--- src/inc/csi_regs.svh ---
// Register offsets, field positions and reset values of the charger status block
//
// Function
// - Control bit 7 one halts charging
// - Control 5:4 and 3:2 select safety times
// - Control 1:0 selects input overvoltage level
// - Overall timeout interrupt needs enable and arm
// - Precharge timeout interrupt needs enable and arm
// - Temperature entry interrupt needs enable and arm
// - Temperature exit interrupt needs enable and arm
// - Input valid interrupt needs enable and arm
// - Input invalid interrupt needs enable and arm
// - End-of-charge entry interrupt needs enable and arm
// - End-of-charge exit interrupt needs enable and arm
// - Status 7:4 read pending, write arms
// - Status bit 3 shows any timer expiry
// - Status bit 2 shows temperature in range
// - Status bit 1 shows valid charger input
// - Status bit 0 shows end-of-charge state
// - Readback 5:4 shows charging state code
// - Readback bit 1 shows auxiliary supply comparator
// - Interrupt pin is active-low open drain
`ifndef CSI_REGS_SVH
`define CSI_REGS_SVH

// Register offsets
`define CSI_ADDR_RSVD_A      8'h70
`define CSI_ADDR_CTRL        8'h71
`define CSI_ADDR_IRQ_STATUS  8'h78
`define CSI_ADDR_IRQ_ENABLE  8'h79
`define CSI_ADDR_STATE_RB    8'h7A

// Control register fields
`define CSI_CTRL_SUSPEND     7
`define CSI_CTRL_RSVD        6
`define CSI_CTRL_TOTAL_HI    5
`define CSI_CTRL_TOTAL_LO    4
`define CSI_CTRL_PRE_HI      3
`define CSI_CTRL_PRE_LO      2
`define CSI_CTRL_OVP_HI      1
`define CSI_CTRL_OVP_LO      0

// Status register fields: pending/arm in the upper nibble, levels below
`define CSI_STAT_ARM_HI      7
`define CSI_STAT_ARM_LO      4
`define CSI_STAT_TIMER       3
`define CSI_STAT_TEMP        2
`define CSI_STAT_INPUT       1
`define CSI_STAT_EOC         0

// Readback register fields
`define CSI_RB_STATE_HI      5
`define CSI_RB_STATE_LO      4
`define CSI_RB_AUX           1

// Group indices, also the low event index inside the enable register
`define CSI_GRP_TIMER        3
`define CSI_GRP_TEMP         2
`define CSI_GRP_INPUT        1
`define CSI_GRP_CHARGE       0
`define CSI_GRP_COUNT        4
`define CSI_LVL_COUNT        5

// Reset values
`define CSI_RST_CTRL         8'h00
`define CSI_RST_ENABLE       8'h00
`define CSI_RST_GRP          4'h0
`define CSI_RST_BYTE         8'h00

`endif

--- src/inc/csi_pkg.sv ---
// Types shared by the charger status and interrupt block
`default_nettype none

package csi_pkg;

  // Live levels from the charger core
  typedef struct packed {
    logic       overall_timer_expired;
    logic       precondition_timer_expired;
    logic       temperature_ok;
    logic       input_valid;
    logic       end_of_charge;
    logic [1:0] charging_state_code;
    logic       aux_supply_level;
  } csi_status_t;

  // Settings handed to the charger core
  typedef struct packed {
    logic       charge_suspend;
    logic [1:0] overall_timeout_select;
    logic [1:0] precondition_timeout_select;
    logic [1:0] input_overvoltage_select;
  } csi_ctrl_t;

  // One register access from the serial interface
  typedef struct packed {
    logic [7:0] addr;
    logic [7:0] wdata;
    logic       wr;
    logic       rd;
  } csi_req_t;

  // Register read answer
  typedef struct packed {
    logic [7:0] data;
    logic       valid;
  } csi_rsp_t;

endpackage

`default_nettype wire

--- src/core/csi_top.sv ---
// Charger control, status and interrupt registers
`timescale 1ns/1ps
`default_nettype none
`include "csi_regs.svh"

module csi_top
  import csi_pkg::*;
(
  input  wire logic        mclk_in,
  input  wire logic        rst_in,
  input  wire csi_req_t    req_in,
  output csi_rsp_t         rsp_out,
  input  wire csi_status_t status_in,
  output csi_ctrl_t        ctrl_out,
  output logic             interrupt_request_n_out,
  output logic             interrupt_request_n_oe_out
);

  ////////////////////////////////////////////////////////////////////////////
  // State

  typedef struct packed {
    logic [7:0]                ctrl;
    logic [7:0]                enable;
    logic [`CSI_GRP_COUNT-1:0] arm;
    logic [`CSI_GRP_COUNT-1:0] pending;
    logic [7:0]                rdata;
    logic                      rvalid;
  } csi_top_state_t;

  csi_top_state_t state_q;
  csi_top_state_t state_d;

  // Address match, used by write and read decode
  function automatic logic csi_hit(input logic [7:0] addr, input logic [7:0] off);
    csi_hit = (addr == off);
  endfunction

  ////////////////////////////////////////////////////////////////////////////
  // Event detection

  logic [`CSI_LVL_COUNT-1:0]  levels;
  logic [`CSI_LVL_COUNT-1:0]  rises;
  logic [`CSI_LVL_COUNT-1:0]  falls;
  logic [7:0]                 events;
  logic [`CSI_GRP_COUNT-1:0]  grp_set;
  logic                       timer_expired;

  assign timer_expired = status_in.overall_timer_expired
                       | status_in.precondition_timer_expired;

  // Level order: timer, temperature, input, end-of-charge, precondition timer
  assign levels = {status_in.overall_timer_expired,
                   status_in.temperature_ok,
                   status_in.input_valid,
                   status_in.end_of_charge,
                   status_in.precondition_timer_expired};

  csi_edge_det u_edge (
    .mclk_in  (mclk_in),
    .rst_in   (rst_in),
    .level_in (levels),
    .rise_out (rises),
    .fall_out (falls)
  );

  // Events laid out like the enable register bits
  assign events[7] = rises[4];
  assign events[6] = rises[3];
  assign events[5] = rises[2];
  assign events[4] = rises[1];
  assign events[3] = rises[0];
  assign events[2] = falls[3];
  assign events[1] = falls[2];
  assign events[0] = falls[1];

  // Group set: either enabled event of the group, gated by its arm bit
  genvar g;
  generate
    for (g = 0; g < `CSI_GRP_COUNT; g = g + 1) begin : g_grp
      assign grp_set[g] = state_q.arm[g]
                        & ((events[g + 4] & state_q.enable[g + 4])
                        |  (events[g] & state_q.enable[g]));
    end
  endgenerate

  ////////////////////////////////////////////////////////////////////////////
  // Register access and pending flags

  always_comb begin
    state_d        = state_q;
    state_d.rvalid = req_in.rd;

    // Writes
    if (req_in.wr) begin
      if (csi_hit(req_in.addr, `CSI_ADDR_CTRL)) begin
        state_d.ctrl = req_in.wdata;
      end
      if (csi_hit(req_in.addr, `CSI_ADDR_IRQ_STATUS)) begin
        state_d.arm = req_in.wdata[`CSI_STAT_ARM_HI:`CSI_STAT_ARM_LO];
      end
      if (csi_hit(req_in.addr, `CSI_ADDR_IRQ_ENABLE)) begin
        state_d.enable = req_in.wdata;
      end
    end

    // Reads capture data; a status read clears pending
    if (req_in.rd) begin
      state_d.rdata = `CSI_RST_BYTE;
      if (csi_hit(req_in.addr, `CSI_ADDR_CTRL)) begin
        state_d.rdata = state_q.ctrl;
      end
      if (csi_hit(req_in.addr, `CSI_ADDR_IRQ_STATUS)) begin
        state_d.rdata[`CSI_STAT_ARM_HI:`CSI_STAT_ARM_LO] = state_q.pending;
        state_d.rdata[`CSI_STAT_TIMER] = timer_expired;
        state_d.rdata[`CSI_STAT_TEMP]  = status_in.temperature_ok;
        state_d.rdata[`CSI_STAT_INPUT] = status_in.input_valid;
        state_d.rdata[`CSI_STAT_EOC]   = status_in.end_of_charge;
        state_d.pending = `CSI_RST_GRP;
      end
      if (csi_hit(req_in.addr, `CSI_ADDR_IRQ_ENABLE)) begin
        state_d.rdata = state_q.enable;
      end
      if (csi_hit(req_in.addr, `CSI_ADDR_STATE_RB)) begin
        state_d.rdata[`CSI_RB_STATE_HI:`CSI_RB_STATE_LO] =
          status_in.charging_state_code;
        state_d.rdata[`CSI_RB_AUX] = status_in.aux_supply_level;
      end
    end

    // New events win over a clearing read in the same cycle
    state_d.pending = state_d.pending | grp_set;
  end

  always_ff @(posedge mclk_in or posedge rst_in) begin
    if (rst_in) begin
      state_q.ctrl    <= `CSI_RST_CTRL;
      state_q.enable  <= `CSI_RST_ENABLE;
      state_q.arm     <= `CSI_RST_GRP;
      state_q.pending <= `CSI_RST_GRP;
      state_q.rdata   <= `CSI_RST_BYTE;
      state_q.rvalid  <= 1'b0;
    end else begin
      state_q <= state_d;
    end
  end

  ////////////////////////////////////////////////////////////////////////////
  // Outputs

  // Settings to the charger core
  assign ctrl_out.charge_suspend = state_q.ctrl[`CSI_CTRL_SUSPEND];
  assign ctrl_out.overall_timeout_select =
    state_q.ctrl[`CSI_CTRL_TOTAL_HI:`CSI_CTRL_TOTAL_LO];
  assign ctrl_out.precondition_timeout_select =
    state_q.ctrl[`CSI_CTRL_PRE_HI:`CSI_CTRL_PRE_LO];
  assign ctrl_out.input_overvoltage_select =
    state_q.ctrl[`CSI_CTRL_OVP_HI:`CSI_CTRL_OVP_LO];

  // Read answer
  assign rsp_out.data  = state_q.rdata;
  assign rsp_out.valid = state_q.rvalid;

  // Interrupt pin pulls while any group is pending
  csi_od_pin u_irq_pin (
    .mclk_in    (mclk_in),
    .rst_in     (rst_in),
    .assert_in  (|state_q.pending),
    .pin_out    (interrupt_request_n_out),
    .pin_oe_out (interrupt_request_n_oe_out)
  );

endmodule

`default_nettype wire

--- src/core/csi_edge_det.sv ---
// Rise and fall detector over the charger status levels
`timescale 1ns/1ps
`default_nettype none
`include "csi_regs.svh"

module csi_edge_det
  import csi_pkg::*;
(
  input  wire logic                        mclk_in,
  input  wire logic                        rst_in,
  input  wire logic [`CSI_LVL_COUNT-1:0]   level_in,
  output logic      [`CSI_LVL_COUNT-1:0]   rise_out,
  output logic      [`CSI_LVL_COUNT-1:0]   fall_out
);

  typedef struct packed {
    logic [`CSI_LVL_COUNT-1:0] prev;
  } csi_edge_state_t;

  csi_edge_state_t state_q;
  csi_edge_state_t state_d;

  // Remember last level
  always_comb begin
    state_d      = state_q;
    state_d.prev = level_in;
  end

  always_ff @(posedge mclk_in or posedge rst_in) begin
    if (rst_in) begin
      state_q <= '0;
    end else begin
      state_q <= state_d;
    end
  end

  // Per-level edge terms
  genvar i;
  generate
    for (i = 0; i < `CSI_LVL_COUNT; i = i + 1) begin : g_edge
      assign rise_out[i] = level_in[i] & ~state_q.prev[i];
      assign fall_out[i] = ~level_in[i] & state_q.prev[i];
    end
  endgenerate

endmodule

`default_nettype wire

--- src/core/csi_od_pin.sv ---
// Registered active-low open-drain output driver
`timescale 1ns/1ps
`default_nettype none

module csi_od_pin
  import csi_pkg::*;
(
  input  wire logic mclk_in,
  input  wire logic rst_in,
  input  wire logic assert_in,
  output logic      pin_out,
  output logic      pin_oe_out
);

  typedef struct packed {
    logic pull;
  } csi_od_state_t;

  csi_od_state_t state_q;
  csi_od_state_t state_d;

  // Pull request follows the assert level
  always_comb begin
    state_d      = state_q;
    state_d.pull = assert_in;
  end

  always_ff @(posedge mclk_in or posedge rst_in) begin
    if (rst_in) begin
      state_q <= '0;
    end else begin
      state_q <= state_d;
    end
  end

  // Only ever pulls low, never drives high
  assign pin_out    = 1'b0;
  assign pin_oe_out = state_q.pull;

endmodule

`default_nettype wire

--- config.mk ---
export PLATFORM = sky130hd
export DESIGN_NAME = csi_top
export DESIGN_NICKNAME = d
export VERILOG_FILES = /design/src/inc/csi_pkg.sv /design/src/core/csi_top.sv /design/src/core/csi_edge_det.sv /design/src/core/csi_od_pin.sv
export VERILOG_INCLUDE_DIRS = /design/src /design/src/inc
export SDC_FILE = /design/constraint.sdc
export NUM_CORES = 1
export LEC_CHECK = 0
export ABC_AREA = 1
export BUFFER_PORTS_ARGS = -buffer_cell sky130_fd_sc_hd__buf_2
export CAP_MARGIN = 20
export CORE_AREA = 2 2 63 65
export DETAILED_ROUTE_END_ITERATION = 10
export DIE_AREA = 0 0 65 67
export GPL_ROUTABILITY_DRIVEN = 0
export GPL_TIMING_DRIVEN = 0
export PLACE_DENSITY = 0.85
export REMOVE_ABC_BUFFERS = 1
export SLEW_MARGIN = 20
export SYNTH_ARGS = -nofsm -noshare
export SYNTH_HDL_FRONTEND = slang
export SYNTH_SLANG_ARGS = --single-unit
--- constraint.sdc ---
create_clock -name mclk_in -period 2.4 [get_ports mclk_in]
set_input_delay 0.12 -clock mclk_in [delete_from_list [all_inputs] [get_ports mclk_in]]
set_output_delay 0.12 -clock mclk_in [all_outputs]
set_load 0.03 [all_outputs]
# Word-level counts from Yosys, hierarchy flattened

Index checks and enable logic that the tools add are counted.

Bits in registers: 39
Bits in latches: 0
RAM bits: 0
Bits in read-only memories: 0
Bits of input ports: 28
Output and inout bits: 18
Memories kept: 0

Add/sub/neg operators: 0
Multiply operators: 0
Div/mod/pow operators: 0
Magnitude comparators: 0
Equality and inequality tests: 4
Shifts and indexed selects: 0
Muxes and demuxes: 6
Bitwise logic cells: 34
Reductions and logical operators: 4

Operators by type and width:

| cell                 | count |
|---|---|
| $eq A8 B7 Y1 const B | 4 |
| $mux W12             | 2 |
| $and A1 B1 Y1        | 20 |
| $mux W8              | 2 |
| $not A1 Y1           | 8 |
| $reduce_and A2 Y1    | 3 |
| $or A1 B1 Y1         | 5 |
| $or A4 B4 Y4         | 1 |
| $reduce_or A4 Y1     | 1 |
| $mux W2              | 1 |
| $mux W1              | 1 |

# Depth between registers and ports, before layout

Word-level depth: 7
Gate-level depth with buffers: 8

# Modules after synthesis

Synthesis repeated with hierarchy kept, for this count alone.

Cell total of the unflattened synthesis: 254
Area total of the unflattened synthesis: 2145.8 um^2

By module, submodules not included:

| module       | times used | cells each | area an instance (um^2) |
|---|---|---|---|
| csi_top      | 1          | 224        | 1901.8 |
| csi_edge_det | 1          | 26         | 203.9 |
| csi_od_pin   | 1          | 4          | 40.0 |

# Worst setup path before layout

OpenSTA, ideal clock, no wires.

Path kind: input to register
Start: in req_in[12] (netlist name)
End: reg state_q[17] (netlist name)
Arrival: 0.797 ns
Slack: 1.477 ns
Stages: 7
Cells stage by stage: inv_1 nand2_2 nor2_4 nand2_4 nor2_8 buf_6 o21ai_0

Cells in the longest elaborated chain, start to end: 2

Ends and longest elaborated chain:

| what                        | RTL line       | text |
|---|---|---|
| start, declared             | csi_top.sv:11  | `input wire csi_req_t req_in,` |
| $eq A8 B7 Y1                | csi_top.sv:36  | `csi_hit = (addr == off);` |
| $reduce_and A2 Y1 (no line) | --             |  |
| end signal, assigned        | csi_top.sv:144 | `state_q <= state_d;` |
| end, declared               | csi_top.sv:31  | `csi_top_state_t state_q;` |

Every way passes these cells.
A chain may end at the register's enable or synchronous reset.

# Worst setup path after layout

Start: in status_in[6] (netlist name)
End: reg state_q (netlist bit rsp_out[4])

Cells in the longest elaborated chain, start to end: 3

Ends and longest elaborated chain:

| what            | RTL line       | text |
|---|---|---|
| start, declared | csi_top.sv:13  | `input wire csi_status_t status_in,` |
| $or A1 B1 Y1    | csi_top.sv:50  | `\| status_in.precondition_timer_expired;` |
| $mux W12        | csi_top.sv:113 | `` if (csi_hit(req_in.addr, `CSI_ADDR_IRQ_STATUS)) begin `` |
| $mux W8         | csi_top.sv:121 | `` if (csi_hit(req_in.addr, `CSI_ADDR_IRQ_ENABLE)) begin `` |

Every way passes these cells.

==> flow_metrics.py <==
metrics = {
    "global_route": {
        "grt_pass1_vias": 1570,
        "grt_usage": 0.219,
        "gr-total-overflow": 0,
        "antenna_found_initial": 0,
        "grt_max_degree": 28,
        "grt_pass1_wl_um": 7160,
    },
    "routing": {
        "wl_per_cell_um": 12.9,
        "ant_nets": 0,
        "drtIter0Drc": 102,
        "drc": 0,
        "firstDrtPassIters": 4,
        "wirelength_um": 4200,
        "num_vias": 1645,
        "viasPerCell": 5.05,
    },
    "floorplan": {
        "num_io_pins": 46,
        "die_y_um": 67,
        "fp.coreArea_mm2": 0.00361,
        "num_rows": 22,
        "die-area_mm2": 0.00436,
        "start_util": 0.556,
        "fp.dieW_um": 65,
    },
    "finish": {
        "nFillCells": 313,
        "postLayoutCellArea_mm2": 0.00231,
        "syn_to_final_growth_pct": 15.0,
        "final_layout_size_suffix_gt1_frac": 0.259,
        "multiInputGateArea_um2": 791,
        "diodes": 0,
        "layout.nets": 305,
        "regArea_um2": 976,
    },
    "job": {
        "cap_violations": 0,
    },
    "timing": {
        "fin_ws_ns": 1.22,
        "fmax_mhz": 845,
        "fin_hold_ws_ns": 0.0422,
        "fin_crit_ns": 1.18,
        "finalHoldViolations": 0,
        "clock-skew-final_ns": 0.00340,
        "fin_crit_sh": 0.493,
        "maxSlewViolCount": 0,
        "setup_viol": 0,
        "rsz0062_at_grt": "false",
        "setup_tns_ns": 0,
    },
    "pwr": {
        "ir_drop_mv": 0.358,
        "power.total_mw": 1.34,
        "p_leak_nw": 1.33,
        "powerDensity_mw_per_mm2": 583,
    },
    "clocking": {
        "post_cts_buffers": 0,
        "holdBufCountCts": 6,
        "numCtsBuffers": 5,
        "cts_root_buf": "clkbuf_8",
        "cts_resized": 0,
        "path_clk_slew_ns": 0.07,
        "htreeDepth": 2,
        "insertion_delay_ns": 0.29,
        "cts_tree": "built",
        "clock-sinks": 39,
        "cts_buffer_depth": 2,
    },
    "synth": {
        "syn_avg_cell_area_um2": 8.32,
        "synthCells": 241,
        "syn_area_mm2": 0.00200,
        "synth_seq_cells": 39,
        "ys_types": 24,
        "synth-seq-area-share": 0.487,
        "yosysWarnings": 0,
    },
    "worst_setup_path": {
        "timing.critical_path.from_type": "input port",
        "cp.required_ns": 2.59,
        "reg2reg_from": "u_edge.state_q[3]",
        "cp-end-kind": "register",
        "critPathLaunch": "status_in[6]",
        "arrival_ns": 1.37,
        "critPathKind": "input port to register",
        "path_max_fanout": 3,
    },
    "placed_design": {
        "place_area_mm2": 0.00214,
        "dp_hpwl_um": 2910,
        "io_buffers": 44,
        "dp_worst_setup_slack_ns": 1.11,
    },
    "outcome": {
        "status": "finished clean",
    },
    "min_path": {
        "hold_class": "input port to register",
        "min-delay-start": "req_in[4]",
    },
}
==> state kept, by name, indices dropped and copies added, names as in the netlist <==
signal and count:
ctrl_out 7, rsp_out 9, state_q 17, u_edge.state_q 5, u_irq_pin.pin_oe_out 1
==> power breakdown <==
part,switching [mW],internal (mW)
Clock,0.226,0.261
Sequential,0.0178,0.687
Combinational,0.0989,0.0523
Total,0.343,1.00
==> metal layers <==
layer / GRT usage / vias up / share of wire
met5: 0 / - / 0
met4: 0.0718 / 0 / 0.015
met3: 0.0557 / 5 / 0.058
met2: 0.367 / 53 / 0.49
met1: 0.275 / 760 / 0.44
li1: - / 827 / -
==> through the flow <==
step | instances | util
final | 326 | 0.639
after floorplan | 219 | -
after global routing | 326 | 0.639
after CTS | 326 | 0.639
after detailed placement | 312 | 0.594
after global placement | 311 | 0.588
==> final cells by class <==
class | instances | area share
inverters | 20 | 0.0326
flip-flops and latches | 39 | 0.423
repair buffers | 51 | 0.130
multi-input cells | 160 | 0.343
clock inverters | 1 | 0.00326
well taps | 48 | 0.0260
clock buffers | 7 | 0.0418
==> final timing paths <==
path	endpoint	slack (ns)	depth (start not counted)
min in group asynchronous	rsp_out[3]	0.34	3
max in group asynchronous	u_edge.state_q[2]	1.63	4
worst min-delay path	ctrl_out[2]	0.04	3
worst max-delay path	rsp_out[4]	1.22	7
worst min register to register	rsp_out[6]	0.48	2
worst max register to register	state_q[11]	1.47	3
==> placed cells by master, fill, tap and decap left out <==
cell	n
a21oi_1	3
buf_12	1
buf_2	44
clkbuf_8	7
clkinv_1	1
clkinvlp_4	1
conb_1	1
dfrtp_1	39
dlygate4sd3_1	6
inv_1	16
inv_2	3
nand2_1	75
nand2_2	5
nand2_4	2
nand3_1	21
nand3b_1	3
nand4_1	1
nor2_1	5
nor2_2	2
nor2_4	4
nor2_8	2
o21ai_0	23
o21ai_1	8
o22ai_1	4
or2_2	1
==> worst max-delay path, stage by stage <==
cell,delay [ns]
dlygate4sd3_1,0.55
buf_2,0.14
or2_2,0.29
nand3_1,0.09
nand3_1,0.08
nand2_1,0.06
nand2_1,0.05
==> Yosys cell counts, drive strengths merged <==
cell	count	area, µm²
a21oi	3	15.0
buf	21	159
clkbuf	1	3.75
clkinv	1	3.75
conb	1	3.75
dfrtp	39	976
inv	19	71.3
nand2	82	335
nand3	21	105
nand3b	3	22.5
nand4	1	6.26
nor2	13	116
o21ai	31	155
o22ai	4	25.0
or2	1	6.26
==> cell families after synthesis <==
kind of cell | share of synthesized area
AO/OA/AOI/OAI | 0.0974
AND/OR/NAND/NOR | 0.295
buffers and inverters | 0.119
flip-flops | 0.487
other | 0.00187
Power figures use the tool's default switching activity.
